## src/sbc_pkg.sv

```systemverilog
package sbc_pkg;
    localparam int CLK_HZ      = 10_000_000;
    // fault restart pause
    localparam int RESTART_MS  = 1000;
    localparam int RESTART_CYC = RESTART_MS * (CLK_HZ / 1000);
    // soft-start ramp step times, charge 3.8 uA vs discharge 36 uA
    localparam int RAMP_UP_CYC = 360;
    localparam int RAMP_DN_CYC = RAMP_UP_CYC * 38 / 360;
    localparam int FST_BASE_EXP = 16;
    localparam int MIN_STEP_CYC = 100;

    localparam logic [7:0] CTRL_OFS   = 8'h00;
    localparam logic [7:0] SPEED_OFS  = 8'h04;
    localparam logic [7:0] STATUS_OFS = 8'h08;

    localparam int CTRL_PROT   = 0;
    localparam int CTRL_120    = 1;
    localparam int CTRL_LEAD   = 2;
    localparam int CTRL_PWM_RATE_SELECT   = 4;
    localparam int CTRL_FST_LO = 5;
    localparam int CTRL_FST_HI = 6;
    localparam int CTRL_REV    = 7;
    localparam logic [7:0] CTRL_RST  = 8'h03;
    // code of a 1 V speed command
    localparam logic [6:0] STOP_CODE = 7'h1a;

    typedef enum logic [2:0] {M_IDLE, M_ALIGN, M_FORCED, M_RUN, M_FAULT} sbc_mode_t;

    typedef struct packed {
        logic [2:0] hs;
        logic [2:0] ls;
    } sbc_bridge_t;

    typedef struct packed {
        sbc_mode_t   mode;
        logic [7:0]  ctrl;
        logic [6:0]  speed;
        logic [6:0]  ramp;
        logic [15:0] rdiv;
        logic [7:0]  pcnt;
        logic        raw;
        logic        pwm;
        logic        pos_s;
        logic [2:0]  step;
        logic [19:0] fcnt;
        logic [20:0] itv;
        logic [20:0] dly;
        logic        pend;
        logic        ovl;
        logic [31:0] rcnt;
        logic        flt_fast;
        logic        flt_slow;
        sbc_bridge_t br;
        logic        posout;
        logic        pready;
        logic        pslverr;
        logic [31:0] prdata;
    } sbc_st_t;
endpackage

```

## src/sbc_core.sv

```systemverilog
// Overview of operation
// - at start hold rotor by DC excitation, then begin forced commutation
// - alignment ends when alignment node falls below half reference
// - alignment and forced modes take PWM duty from soft-start ramp
// - enter sensorless mode once rotation beats forced commutation rate
// - sensorless mode takes PWM duty from speed command
// - forced rate is clock over six times 2^16..2^19 by select lines
// - PWM period is 128 clocks if rate select high, else 256
// - 7-bit speed command code sets PWM duty
// - command below 1 V means stopped; ramp collapses to zero at once
// - ramp follows command, falling about ten times faster than rising
// - fault protection on when protection select high, off when low
// - on fault turn all switches off, restart after one second, repeat
// - fault when commutation too fast or rotation below forced rate
// - position sampled on each falling edge of internal PWM
// - zero lead in forced mode, selected lead angle in sensorless mode
// - overlap select high gives 120 degree, low gives overlap commutation
// - overlap spans zero-cross to commutation instant, length follows lead
// - overcurrent sense stops all PWM outputs immediately
// - position output is majority of three phase polarities
`timescale 1ns/100ps
module sbc_core #(
    parameter int               RESTART_CYC  = sbc_pkg::RESTART_CYC,
    parameter int               RAMP_UP_CYC  = sbc_pkg::RAMP_UP_CYC,
    parameter int               RAMP_DN_CYC  = sbc_pkg::RAMP_DN_CYC,
    parameter int               MIN_STEP_CYC = sbc_pkg::MIN_STEP_CYC,
    parameter logic [3:0][2:0]  LEAD_EIGHTHS = {3'h4, 3'h2, 3'h1, 3'h0}
) (
    input  wire logic          clk,
    input  wire logic          nrst,
    input  wire logic [7:0]    paddr,
    input  wire logic          psel,
    input  wire logic          penable,
    input  wire logic          pwrite,
    input  wire logic [31:0]   pwdata,
    output logic [31:0]        prdata,
    output logic               pready,
    output logic               pslverr,
    input  wire logic          align_below_half,
    input  wire logic          position_sense_pos,
    input  wire logic          position_sense_neg,
    input  wire logic [2:0]    phase_polarity,
    input  wire logic          overcurrent_sense,
    output sbc_pkg::sbc_bridge_t bridge,
    output logic               pwm_out,
    output logic               position_out
);
    localparam sbc_pkg::sbc_st_t ST_RST = '{
        mode: sbc_pkg::M_IDLE, ctrl: sbc_pkg::CTRL_RST, default: '0};

    generate
        if (RESTART_CYC < 1 || RAMP_UP_CYC < 1 || RAMP_DN_CYC < 1
            || RAMP_UP_CYC > 65535 || RAMP_DN_CYC > 65535
            || MIN_STEP_CYC < 1 || MIN_STEP_CYC > 65535) begin : g_bad_cnt
            $error("sbc_core: count parameter out of range");
        end
        for (genvar i = 0; i < 4; i++) begin : g_lead_chk
            if (LEAD_EIGHTHS[i] > 3'h4) begin : g_bad
                $error("sbc_core: lead angle beyond 30 degrees");
            end
        end
    endgenerate

    sbc_pkg::sbc_st_t s;
    sbc_pkg::sbc_st_t n;

    function automatic logic [2:0] step_next(input logic [2:0] st, input logic rev);
        if (rev)
            return (st == 3'h0) ? 3'h5 : st - 3'h1;
        return (st == 3'h5) ? 3'h0 : st + 3'h1;
    endfunction

    // one phase high, one phase low per step
    function automatic sbc_pkg::sbc_bridge_t step_map(input logic [2:0] st);
        sbc_pkg::sbc_bridge_t b;
        unique case (st)
            3'h0:    b = '{hs: 3'h1, ls: 3'h2};
            3'h1:    b = '{hs: 3'h1, ls: 3'h4};
            3'h2:    b = '{hs: 3'h2, ls: 3'h4};
            3'h3:    b = '{hs: 3'h2, ls: 3'h1};
            3'h4:    b = '{hs: 3'h4, ls: 3'h1};
            3'h5:    b = '{hs: 3'h4, ls: 3'h2};
            default: b = '0;
        endcase
        return b;
    endfunction

    always_comb begin
        logic        stop;
        logic        prot;
        logic        rev;
        logic [1:0]  fsel;
        logic [20:0] flen;
        logic [6:0]  duty;
        logic [7:0]  cmp;
        logic [7:0]  pmax;
        logic        zc;
        logic [2:0]  lead;
        logic [23:0] prod;
        logic        active;
        sbc_pkg::sbc_bridge_t b;
        stop   = 1'b0;
        prot   = 1'b0;
        rev    = 1'b0;
        fsel   = '0;
        flen   = '0;
        duty   = '0;
        cmp    = '0;
        pmax   = '0;
        zc     = 1'b0;
        lead   = '0;
        prod   = '0;
        active = 1'b0;
        b      = '0;
        n      = s;

        // register access, zero wait states
        n.pready  = psel & ~penable;
        n.pslverr = 1'b0;
        n.prdata  = '0;
        if (psel && !penable) begin
            case (paddr)
                sbc_pkg::CTRL_OFS:   n.prdata = {24'h0, s.ctrl};
                sbc_pkg::SPEED_OFS:  n.prdata = {25'h0, s.speed};
                sbc_pkg::STATUS_OFS: n.prdata = {13'h0, s.flt_slow, s.flt_fast, s.pos_s,
                                                 1'b0, s.ramp, 2'h0, s.step, s.mode};
                default:             n.pslverr = 1'b1;
            endcase
        end
        if (psel && penable && s.pready && pwrite) begin
            case (paddr)
                sbc_pkg::CTRL_OFS:  n.ctrl = pwdata[7:0];
                sbc_pkg::SPEED_OFS: n.speed = pwdata[6:0];
                default:            n.ctrl = s.ctrl;
            endcase
        end

        prot = s.ctrl[sbc_pkg::CTRL_PROT];
        rev  = s.ctrl[sbc_pkg::CTRL_REV];
        stop = s.speed < sbc_pkg::STOP_CODE;
        // forced step length 2^k clocks, six steps per turn
        fsel = {s.ctrl[sbc_pkg::CTRL_FST_HI], s.ctrl[sbc_pkg::CTRL_FST_LO]};
        flen = 21'h1 << (sbc_pkg::FST_BASE_EXP + 3 - int'(fsel));
        lead = LEAD_EIGHTHS[s.ctrl[sbc_pkg::CTRL_LEAD +: 2]];

        if (stop) begin
            n.ramp = '0;
            n.rdiv = '0;
        end else if (s.ramp == s.speed) begin
            n.rdiv = '0;
        end else if (s.ramp < s.speed) begin
            n.rdiv = s.rdiv + 16'h1;
            if (s.rdiv >= 16'(RAMP_UP_CYC - 1)) begin
                n.rdiv = '0;
                n.ramp = s.ramp + 7'h1;
            end
        end else begin
            n.rdiv = s.rdiv + 16'h1;
            if (s.rdiv >= 16'(RAMP_DN_CYC - 1)) begin
                n.rdiv = '0;
                n.ramp = s.ramp - 7'h1;
            end
        end

        pmax   = s.ctrl[sbc_pkg::CTRL_PWM_RATE_SELECT] ? 8'h7f : 8'hff;
        n.pcnt = (s.pcnt >= pmax) ? 8'h0 : s.pcnt + 8'h1;
        // duty from ramp, from command in sensorless mode
        duty   = (s.mode == sbc_pkg::M_RUN) ? s.speed : s.ramp;
        cmp    = s.ctrl[sbc_pkg::CTRL_PWM_RATE_SELECT] ? {1'b0, duty} : {duty, 1'b0};
        n.raw  = s.pcnt < cmp;

        if (s.raw && !n.raw) begin
            n.pos_s = position_sense_pos & ~position_sense_neg;
        end
        zc = (s.raw && !n.raw) && (n.pos_s != s.pos_s);

        n.itv = (s.itv == 21'h1fffff) ? s.itv : s.itv + 21'h1;
        if (zc) begin
            n.itv = '0;
        end

        unique case (s.mode)
            sbc_pkg::M_IDLE: begin
                n.step = '0;
                n.pend = 1'b0;
                n.ovl  = 1'b0;
                if (!stop) begin
                    n.mode = sbc_pkg::M_ALIGN;
                end
            end
            sbc_pkg::M_ALIGN: begin
                if (stop) begin
                    n.mode = sbc_pkg::M_IDLE;
                end else if (align_below_half) begin
                    n.mode = sbc_pkg::M_FORCED;
                    n.fcnt = '0;
                    n.itv  = '0;
                end
            end
            sbc_pkg::M_FORCED: begin
                n.fcnt = s.fcnt + 20'h1;
                if (21'(s.fcnt) >= flen - 21'h1) begin
                    n.fcnt = '0;
                    n.step = step_next(s.step, rev);
                end
                if (stop) begin
                    n.mode = sbc_pkg::M_IDLE;
                end else if (zc && s.itv < flen) begin
                    n.mode = sbc_pkg::M_RUN;
                    n.pend = 1'b0;
                end
            end
            sbc_pkg::M_RUN: begin
                if (s.pend) begin
                    n.dly = s.dly - 21'h1;
                    if (s.dly == 21'h0) begin
                        n.pend = 1'b0;
                        n.ovl  = 1'b0;
                        n.step = step_next(s.step, rev);
                    end
                end
                if (zc) begin
                    prod  = 24'(s.itv) * 24'(3'h4 - lead);
                    n.dly  = prod[23:3];
                    n.pend = 1'b1;
                    n.ovl  = 1'b1;
                end
                if (stop) begin
                    n.mode = sbc_pkg::M_IDLE;
                end else if (prot && zc && s.itv < 21'(MIN_STEP_CYC)) begin
                    n.mode     = sbc_pkg::M_FAULT;
                    n.flt_fast = 1'b1;
                    n.flt_slow = 1'b0;
                    n.rcnt     = '0;
                end else if (prot && s.itv >= flen) begin
                    n.mode     = sbc_pkg::M_FAULT;
                    n.flt_fast = 1'b0;
                    n.flt_slow = 1'b1;
                    n.rcnt     = '0;
                end
            end
            sbc_pkg::M_FAULT: begin
                n.rcnt = s.rcnt + 32'h1;
                n.pend = 1'b0;
                n.ovl  = 1'b0;
                if (s.rcnt >= 32'(RESTART_CYC - 1)) begin
                    n.mode = sbc_pkg::M_IDLE;
                end
            end
        endcase

        active = (n.mode == sbc_pkg::M_ALIGN) || (n.mode == sbc_pkg::M_FORCED)
                 || (n.mode == sbc_pkg::M_RUN);
        n.pwm  = n.raw & active & ~overcurrent_sense;
        b = step_map(n.step);
        if (n.ovl && !s.ctrl[sbc_pkg::CTRL_120]) begin
            b = b | step_map(step_next(n.step, rev));
        end
        // all switches off outside drive modes
        n.br.hs = active ? (b.hs & {3{n.pwm}}) : 3'h0;
        n.br.ls = active ? b.ls : 3'h0;
        n.posout = (phase_polarity[0] & phase_polarity[1])
                   | (phase_polarity[1] & phase_polarity[2])
                   | (phase_polarity[0] & phase_polarity[2]);
    end

    always_ff @(posedge clk or negedge nrst) begin
        if (!nrst)
            s <= ST_RST;
        else
            s <= n;
    end

    assign prdata       = s.prdata;
    assign pready       = s.pready;
    assign pslverr      = s.pslverr;
    assign bridge       = s.br;
    assign pwm_out      = s.pwm;
    assign position_out = s.posout;
endmodule

```

## config.mk

```make
export PLATFORM = sky130hd
export DESIGN_NAME = sbc_core
export DESIGN_NICKNAME = d
export VERILOG_FILES = /design/src/sbc_pkg.sv /design/src/sbc_core.sv
export SDC_FILE = /design/constraint.sdc
export NUM_CORES = 1
export LEC_CHECK = 0
export BUFFER_PORTS_ARGS = -buffer_cell sky130_fd_sc_hd__buf_2
export CAP_MARGIN = 20
export CORE_UTILIZATION = 62
export CTS_CLUSTER_SIZE = 24
export DETAILED_ROUTE_END_ITERATION = 8
export GPL_TIMING_DRIVEN = 0
export HOLD_SLACK_MARGIN = 0.15
export PLACE_DENSITY_LB_ADDON = 0.2
export SLEW_MARGIN = 20
export SYNTH_ARGS = -nofsm -noshare
export SYNTH_HDL_FRONTEND = slang
export SYNTH_SLANG_ARGS = --single-unit
```

## constraint.sdc

```tcl
create_clock -name clk -period 7.6 [get_ports clk]
set_input_delay 0.38 -clock clk [delete_from_list [all_inputs] [get_ports clk]]
set_output_delay 0.38 -clock clk [all_outputs]
set_load 0.01 [all_outputs]
```

# [Word level (Yosys, flattened, before mapping)]
# Cells that the tools add are included.
[totals] output_inout_bits=42 reg_bits=194
[op_classes] addsub=15 order_cmp=12 shift=1 muxes=70 bitwise=15 n_eq_ne=31 n_mul=1 reduce_logical=38
[ops] cell="$mux W23" n=7
[ops] cell="$mux W34" n=3
[ops] cell="$mux W41" n=2
[ops] cell="$mux W3" n=24
[ops] cell="$pmux W6 S6" n=2
[ops] cell="$pmux W32 S2" n=1
[ops] cell="$mux W21" n=3
[ops] cell="$pmux W19 S3" n=1
[ops] cell="$sub A21 B1 Y21 const B" n=2
[ops] cell="$pmux W20 S2" n=1
[ops] cell="$mux W33" n=1
[ops] cell="$add A32 B1 Y32 const B" n=1
[ops] cell="$ge A32 B24 Y1 const B" n=1
[ops] cell="$shl A1 B32 Y21 const A" n=1
[ops] cell="$eq A3 B2 Y1 const B" n=8
[ops] cell="$mul A22 B4 Y24" n=1
[ops] cell="$mux W8" n=3
[ops] cell="$add A21 B1 Y21 const B" n=1
[ops] cell="$eq A21 B21 Y1 const B" n=1
[ops] cell="$ge A20 B21 Y1" n=1
[ops] cell="$ge A21 B21 Y1" n=1
[ops] cell="$logic_not A21 Y1" n=1
[ops] cell="$lt A21 B21 Y1" n=1
[ops] cell="$lt A21 B7 Y1 const B" n=1
[ops] cell="51 further kinds" n=114

# [Depth between registers and ports, before layout]
[depth] word_depth=22 ltp_mapped=21 depth_no_buf=20

# [Worst setup path before layout]
# No wires, ideal clock.
[synth_path] path_kind="flip-flop to flip-flop" from="reg s[185] (netlist bit)" to="reg s[97] (netlist bit)" required_ps=7458 t_arrival_ps=5151 stages_incl_launch_ff=22 setup_slack_ps=2307 setup_time_ps=142 cell_sequence="dfrtp_1 > inv_1 > ha_1 > clkbuf_1 > buf_1 > nand2_1 > fa_1 > fa_1 > inv_1 > fa_1 > ha_1 > inv_1 > fa_1 > nand2b_1 > a21oi_1 > o211ai_1 > and4_1 > o31ai_1 > o21a_1 > a2bb2oi_1 > xnor2_1 > o221ai_1"
[synth_between] elab_chain_len=5
[synth_rtl] element="start, declared" line_no="sbc_core.sv:64" rtl="sbc_pkg::sbc_st_t s;"
[synth_rtl] element="start signal, assigned" line_no="sbc_core.sv:271" rtl="s <= n;"
[synth_rtl] element="$bmux W3 S2" line_no="sbc_core.sv:144" rtl="lead = LEAD_EIGHTHS[s.ctrl[sbc_pkg::CTRL_LEAD +: 2]];"
[synth_rtl] element="$mux W3 (not written as such)" line_no="sbc_core.sv:144"
[synth_rtl] element="$sub A3 B3 Y4" line_no="sbc_core.sv:223" rtl="prod = 24'(s.itv) * 24'(3'h4 - lead);"
[synth_rtl] element="$mul A22 B4 Y24" line_no="sbc_core.sv:223"
[synth_rtl] element="$mux W23" line_no="sbc_core.sv:222" rtl="if (zc) begin"
# Every way passes these cells. The select of a mux whose other input is x is not followed.
# A chain may end at the register's enable or synchronous reset.

# [Worst setup path in the final report]
# Same ends and word-level chain as after synthesis.

==> flow_summary.toml <==
[status]
status = "finished, final reports clean"

[timing]
min_period_over_period_pct = 82.9
holdWs_ns = 0.180
setup_viol = 0
final.setup.worst_slack_ns = 1.30
period_minus_slack_ns = 6.30
finClkSkew_ns = 0.0101
max_slew_margin_pct = 37.0
rsz0062_at_grt = "no"
worst_pin_slew_ns = 0.939
finalMaxSlewViolations = 0
hold_violations = 0
finalSetupTns_ns = 0
fmax_mhz = 159

[logic_synthesis]
yosysWarningCount = 0
ys.flop_type = "dfrtp_1"
seq_area_frac_synth_pct = 34.7
synth.area.top_cells = "dfrtp_1 34%, ha_1 8.1%, fa_1 6.0%"
yosysTopAreaCellShare_pct = 34.3
netlist_instances = 1481
synth-xor-area-share_pct = 4.99
yosys.cell_count.top_type = "dfrtp_1"
synth-simple-area-share_pct = 22.5
synth_mux_area_share_pct = 2.24
synth_enable_flop_cells = 0
postSynthAreaPerCell_um2 = 8.77
synth_commonest_cells = "178 x dfrtp_1, 145 x nor2_1, 138 x nand2_1"
synth_cell_type_count = 83
synth_top_area_cell = "dfrtp_1"
synth_compound_area_share_pct = 14.9
synth_top_family_by_area = "simple AND/OR/NAND/NOR gates"
async_reset_ff_share_pct = 100
synth-adder-area-share_pct = 14.2
ys_seq_elements = 180
syn-cell-area_um2 = 13000

[floorplan]
fp.dieW_um = 147
die_height_um = 147
ios = 94
coreArea_um2 = 20400
initial_core_util_pct = 63.8
die_area_um2 = 21500
rows = 52

[clocking]
root_buffer = "clkbuf_16"
clock_path_buffers = 2
cts_max_level = 4
cts_resized = 0
cts_setup_buffers = 0
cts_tree = "built"
cts_buffers = 17
clk_pin_slew_ns = 0.07
cts.sinks = 180
clock_latency_ns = 0.44

[pwr]
pwr-share-clk_pct = 27.6
pwr-share-comb_pct = 35.4
powerDensity_nw_per_um2 = 236
peakVddDrop_v = 0.000145
switching_share_pct = 39.2
switchingPower_mw = 1.33
p_int_mw = 2.06
share_seq_of_total_power_pct = 36.9
p_leak_nw = 6.87

[cells_and_area]
final_layout_size_suffix_gt1_share_pct = 11.4
final_area_um2 = 14400
diodes = 0
num-nets-final = 1754
syn_to_final_growth_pct = 10.7

[critical_path]
crit_arrival_ns = 6.60
reg2reg_depth = 21
endpoint_kind = "flip-flop"
rr_startpoint = "s[185]$_DFFE_PN0P_"
cp.required_ns = 7.90
regToRegEndpoint = "s[97]$_DFFE_PN0P_"
crit_type = "reg2reg"
worstPathMaxFanout = 10
crit_path_start_kind = "flip-flop"
rrSetupSlack_ns = 1.30

[placed_design]
routabilityCongestion = 0.916
port_buffers = 55
dp_hpwl_um = 21800
dp_slack_ns = 1.36
placed_area_um2 = 13700

[min_path]
whs_path_depth = 3
worstHoldPathType = "in2reg"
hp-start = "pwdata[4]"
whs_endpoint = "s[180]$_DFFE_PN0P_"

[route]
drc = 0
dr.first_iter.drc_count = 900
vias = 11100
via_per_inst = 5.96
first_pass_iters = 5
ant_nets = 0
wl_um = 29800
routedWlPerCell_um = 16.0

[global_route]
antenna_found_initial = 0
grt_usage_pct = 28.8
grt_max_degree = 98
grt_pass1_wl_um = 50400
grt.overflow.total = 0
grt_pass1_vias = 10500

[run]
cap_violations = 0
[routing by layer]
layer / up-vias / global-route usage, % / part of all wire [%]
met5: - / 0 / 0
met4: 0 / 11.3 / 2.9
met3: 78 / 4.50 / 5.9
met2: 399 / 47.1 / 47
met1: 5318 / 38.5 / 44
li1: 5302 / - / -
[registers in the layout, indices dropped and copies added (netlist names)]
register      count
pslverr           1
position_out      1
s               152
pwm_out           1
bridge            6
prdata           18
pready            1
[critical path, stage by stage (launching register included)]
cell       delay (ns)
dfrtp_1          0.52
inv_1            0.08
ha_1             0.29
clkbuf_1         0.35
buf_1            0.50
nand2_1          0.14
fa_1             0.48
fa_1             0.55
inv_1            0.05
fa_1             0.52
ha_1             0.23
inv_1            0.07
fa_1             0.38
nand2b_1         0.21
a21oi_1          0.30
o211ai_1         0.20
and4_1           0.24
o31ai_1          0.34
o21a_1           0.24
a2bb2oi_1        0.21
xnor2_1          0.13
o221ai_1         0.11
[metrics by stage]
| stage | utilization (%) | instances | power, mW |
|---|---|---|---|
| 6_report | 70.6 | 1862 | 3.39 |
| 5_1_grt | 70.6 | 1862 | 3.60 |
| 4_1_cts | 70.6 | 1862 | 3.38 |
| 3_5_place_dp | 67.4 | 1828 | 2.43 |
| 3_3_place_gp | 67.2 | 1826 | 2.38 |
| 2_1_floorplan | - | 1501 | 2.09 |
[layout make-up]
cell class              count  area [um^2]
plain buffers             100          528
clock buffers              18          439
clock inverters            14          185
fillers                  1558         5990
inverters                  80          305
multi-input cells        1141         7730
flip-flops and latches    180         4510
well taps                 270          338
repair buffers             59          338
[cells in the final DEF, fill, tap and decap left out, types with 13 or more instances in the layout]
cell,instances
dfrtp_1,178
nor2_1,145
nand2_1,138
a21oi_1,98
ha_1,84
o21ai_0,80
inv_1,78
nand3_1,63
buf_2,58
clkbuf_1,49
xor2_1,45
and2_1,39
buf_4,39
fa_1,39
and3_1,34
nor3_1,32
xnor2_1,29
nand2b_1,28
conb_1,22
or3_1,21
nand4_1,18
mux2_2,17
clkbuf_16,17
o21a_1,15
a31oi_1,14
a211oi_1,13
[cells by family after synthesis]
logic type,Yosys count
simple gates,584
compound gates,310
flops,180
buf+inv,180
fa+ha+maj,124
xor+xnor,74
mux,27
other cells,2
[worst max-delay path by stage]
stage,startpoint,end,slack (ns),cells after the start
6_report,s[185]$_DFFE_PN0P_,s[97]$_DFFE_PN0P_,1.30,21
5_1_grt,s[185]$_DFFE_PN0P_,s[97]$_DFFE_PN0P_,0.88,21
4_1_cts,s[185]$_DFFE_PN0P_,s[97]$_DFFE_PN0P_,1.32,21
3_5_place_dp,s[185]$_DFFE_PN0P_,s[97]$_DFFE_PN0P_,1.36,21
3_3_place_gp,s[185]$_DFFE_PN0P_,s[97]$_DFFE_PN0P_,1.43,21
2_1_floorplan,s[185]$_DFFE_PN0P_,s[97]$_DFFE_PN0P_,2.31,21
[power groups by stage]
stage          registers (mW)  clock network (mW)  logic [mW]
2_1_floorplan            1.21                   0       0.876
3_3_place_gp             1.25                   0        1.12
3_5_place_dp             1.26                   0        1.17
4_1_cts                  1.24               0.947        1.19
5_1_grt                  1.27               0.985        1.35
6_report                 1.25               0.936        1.20
[timing repair]
action                                 4_1_cts  5_1_grt
hold buffers                                 2        0
setup endpoints to repair                    0        0
endpoints found under the hold margin       84        0
Power figures use the tool's default switching activity.
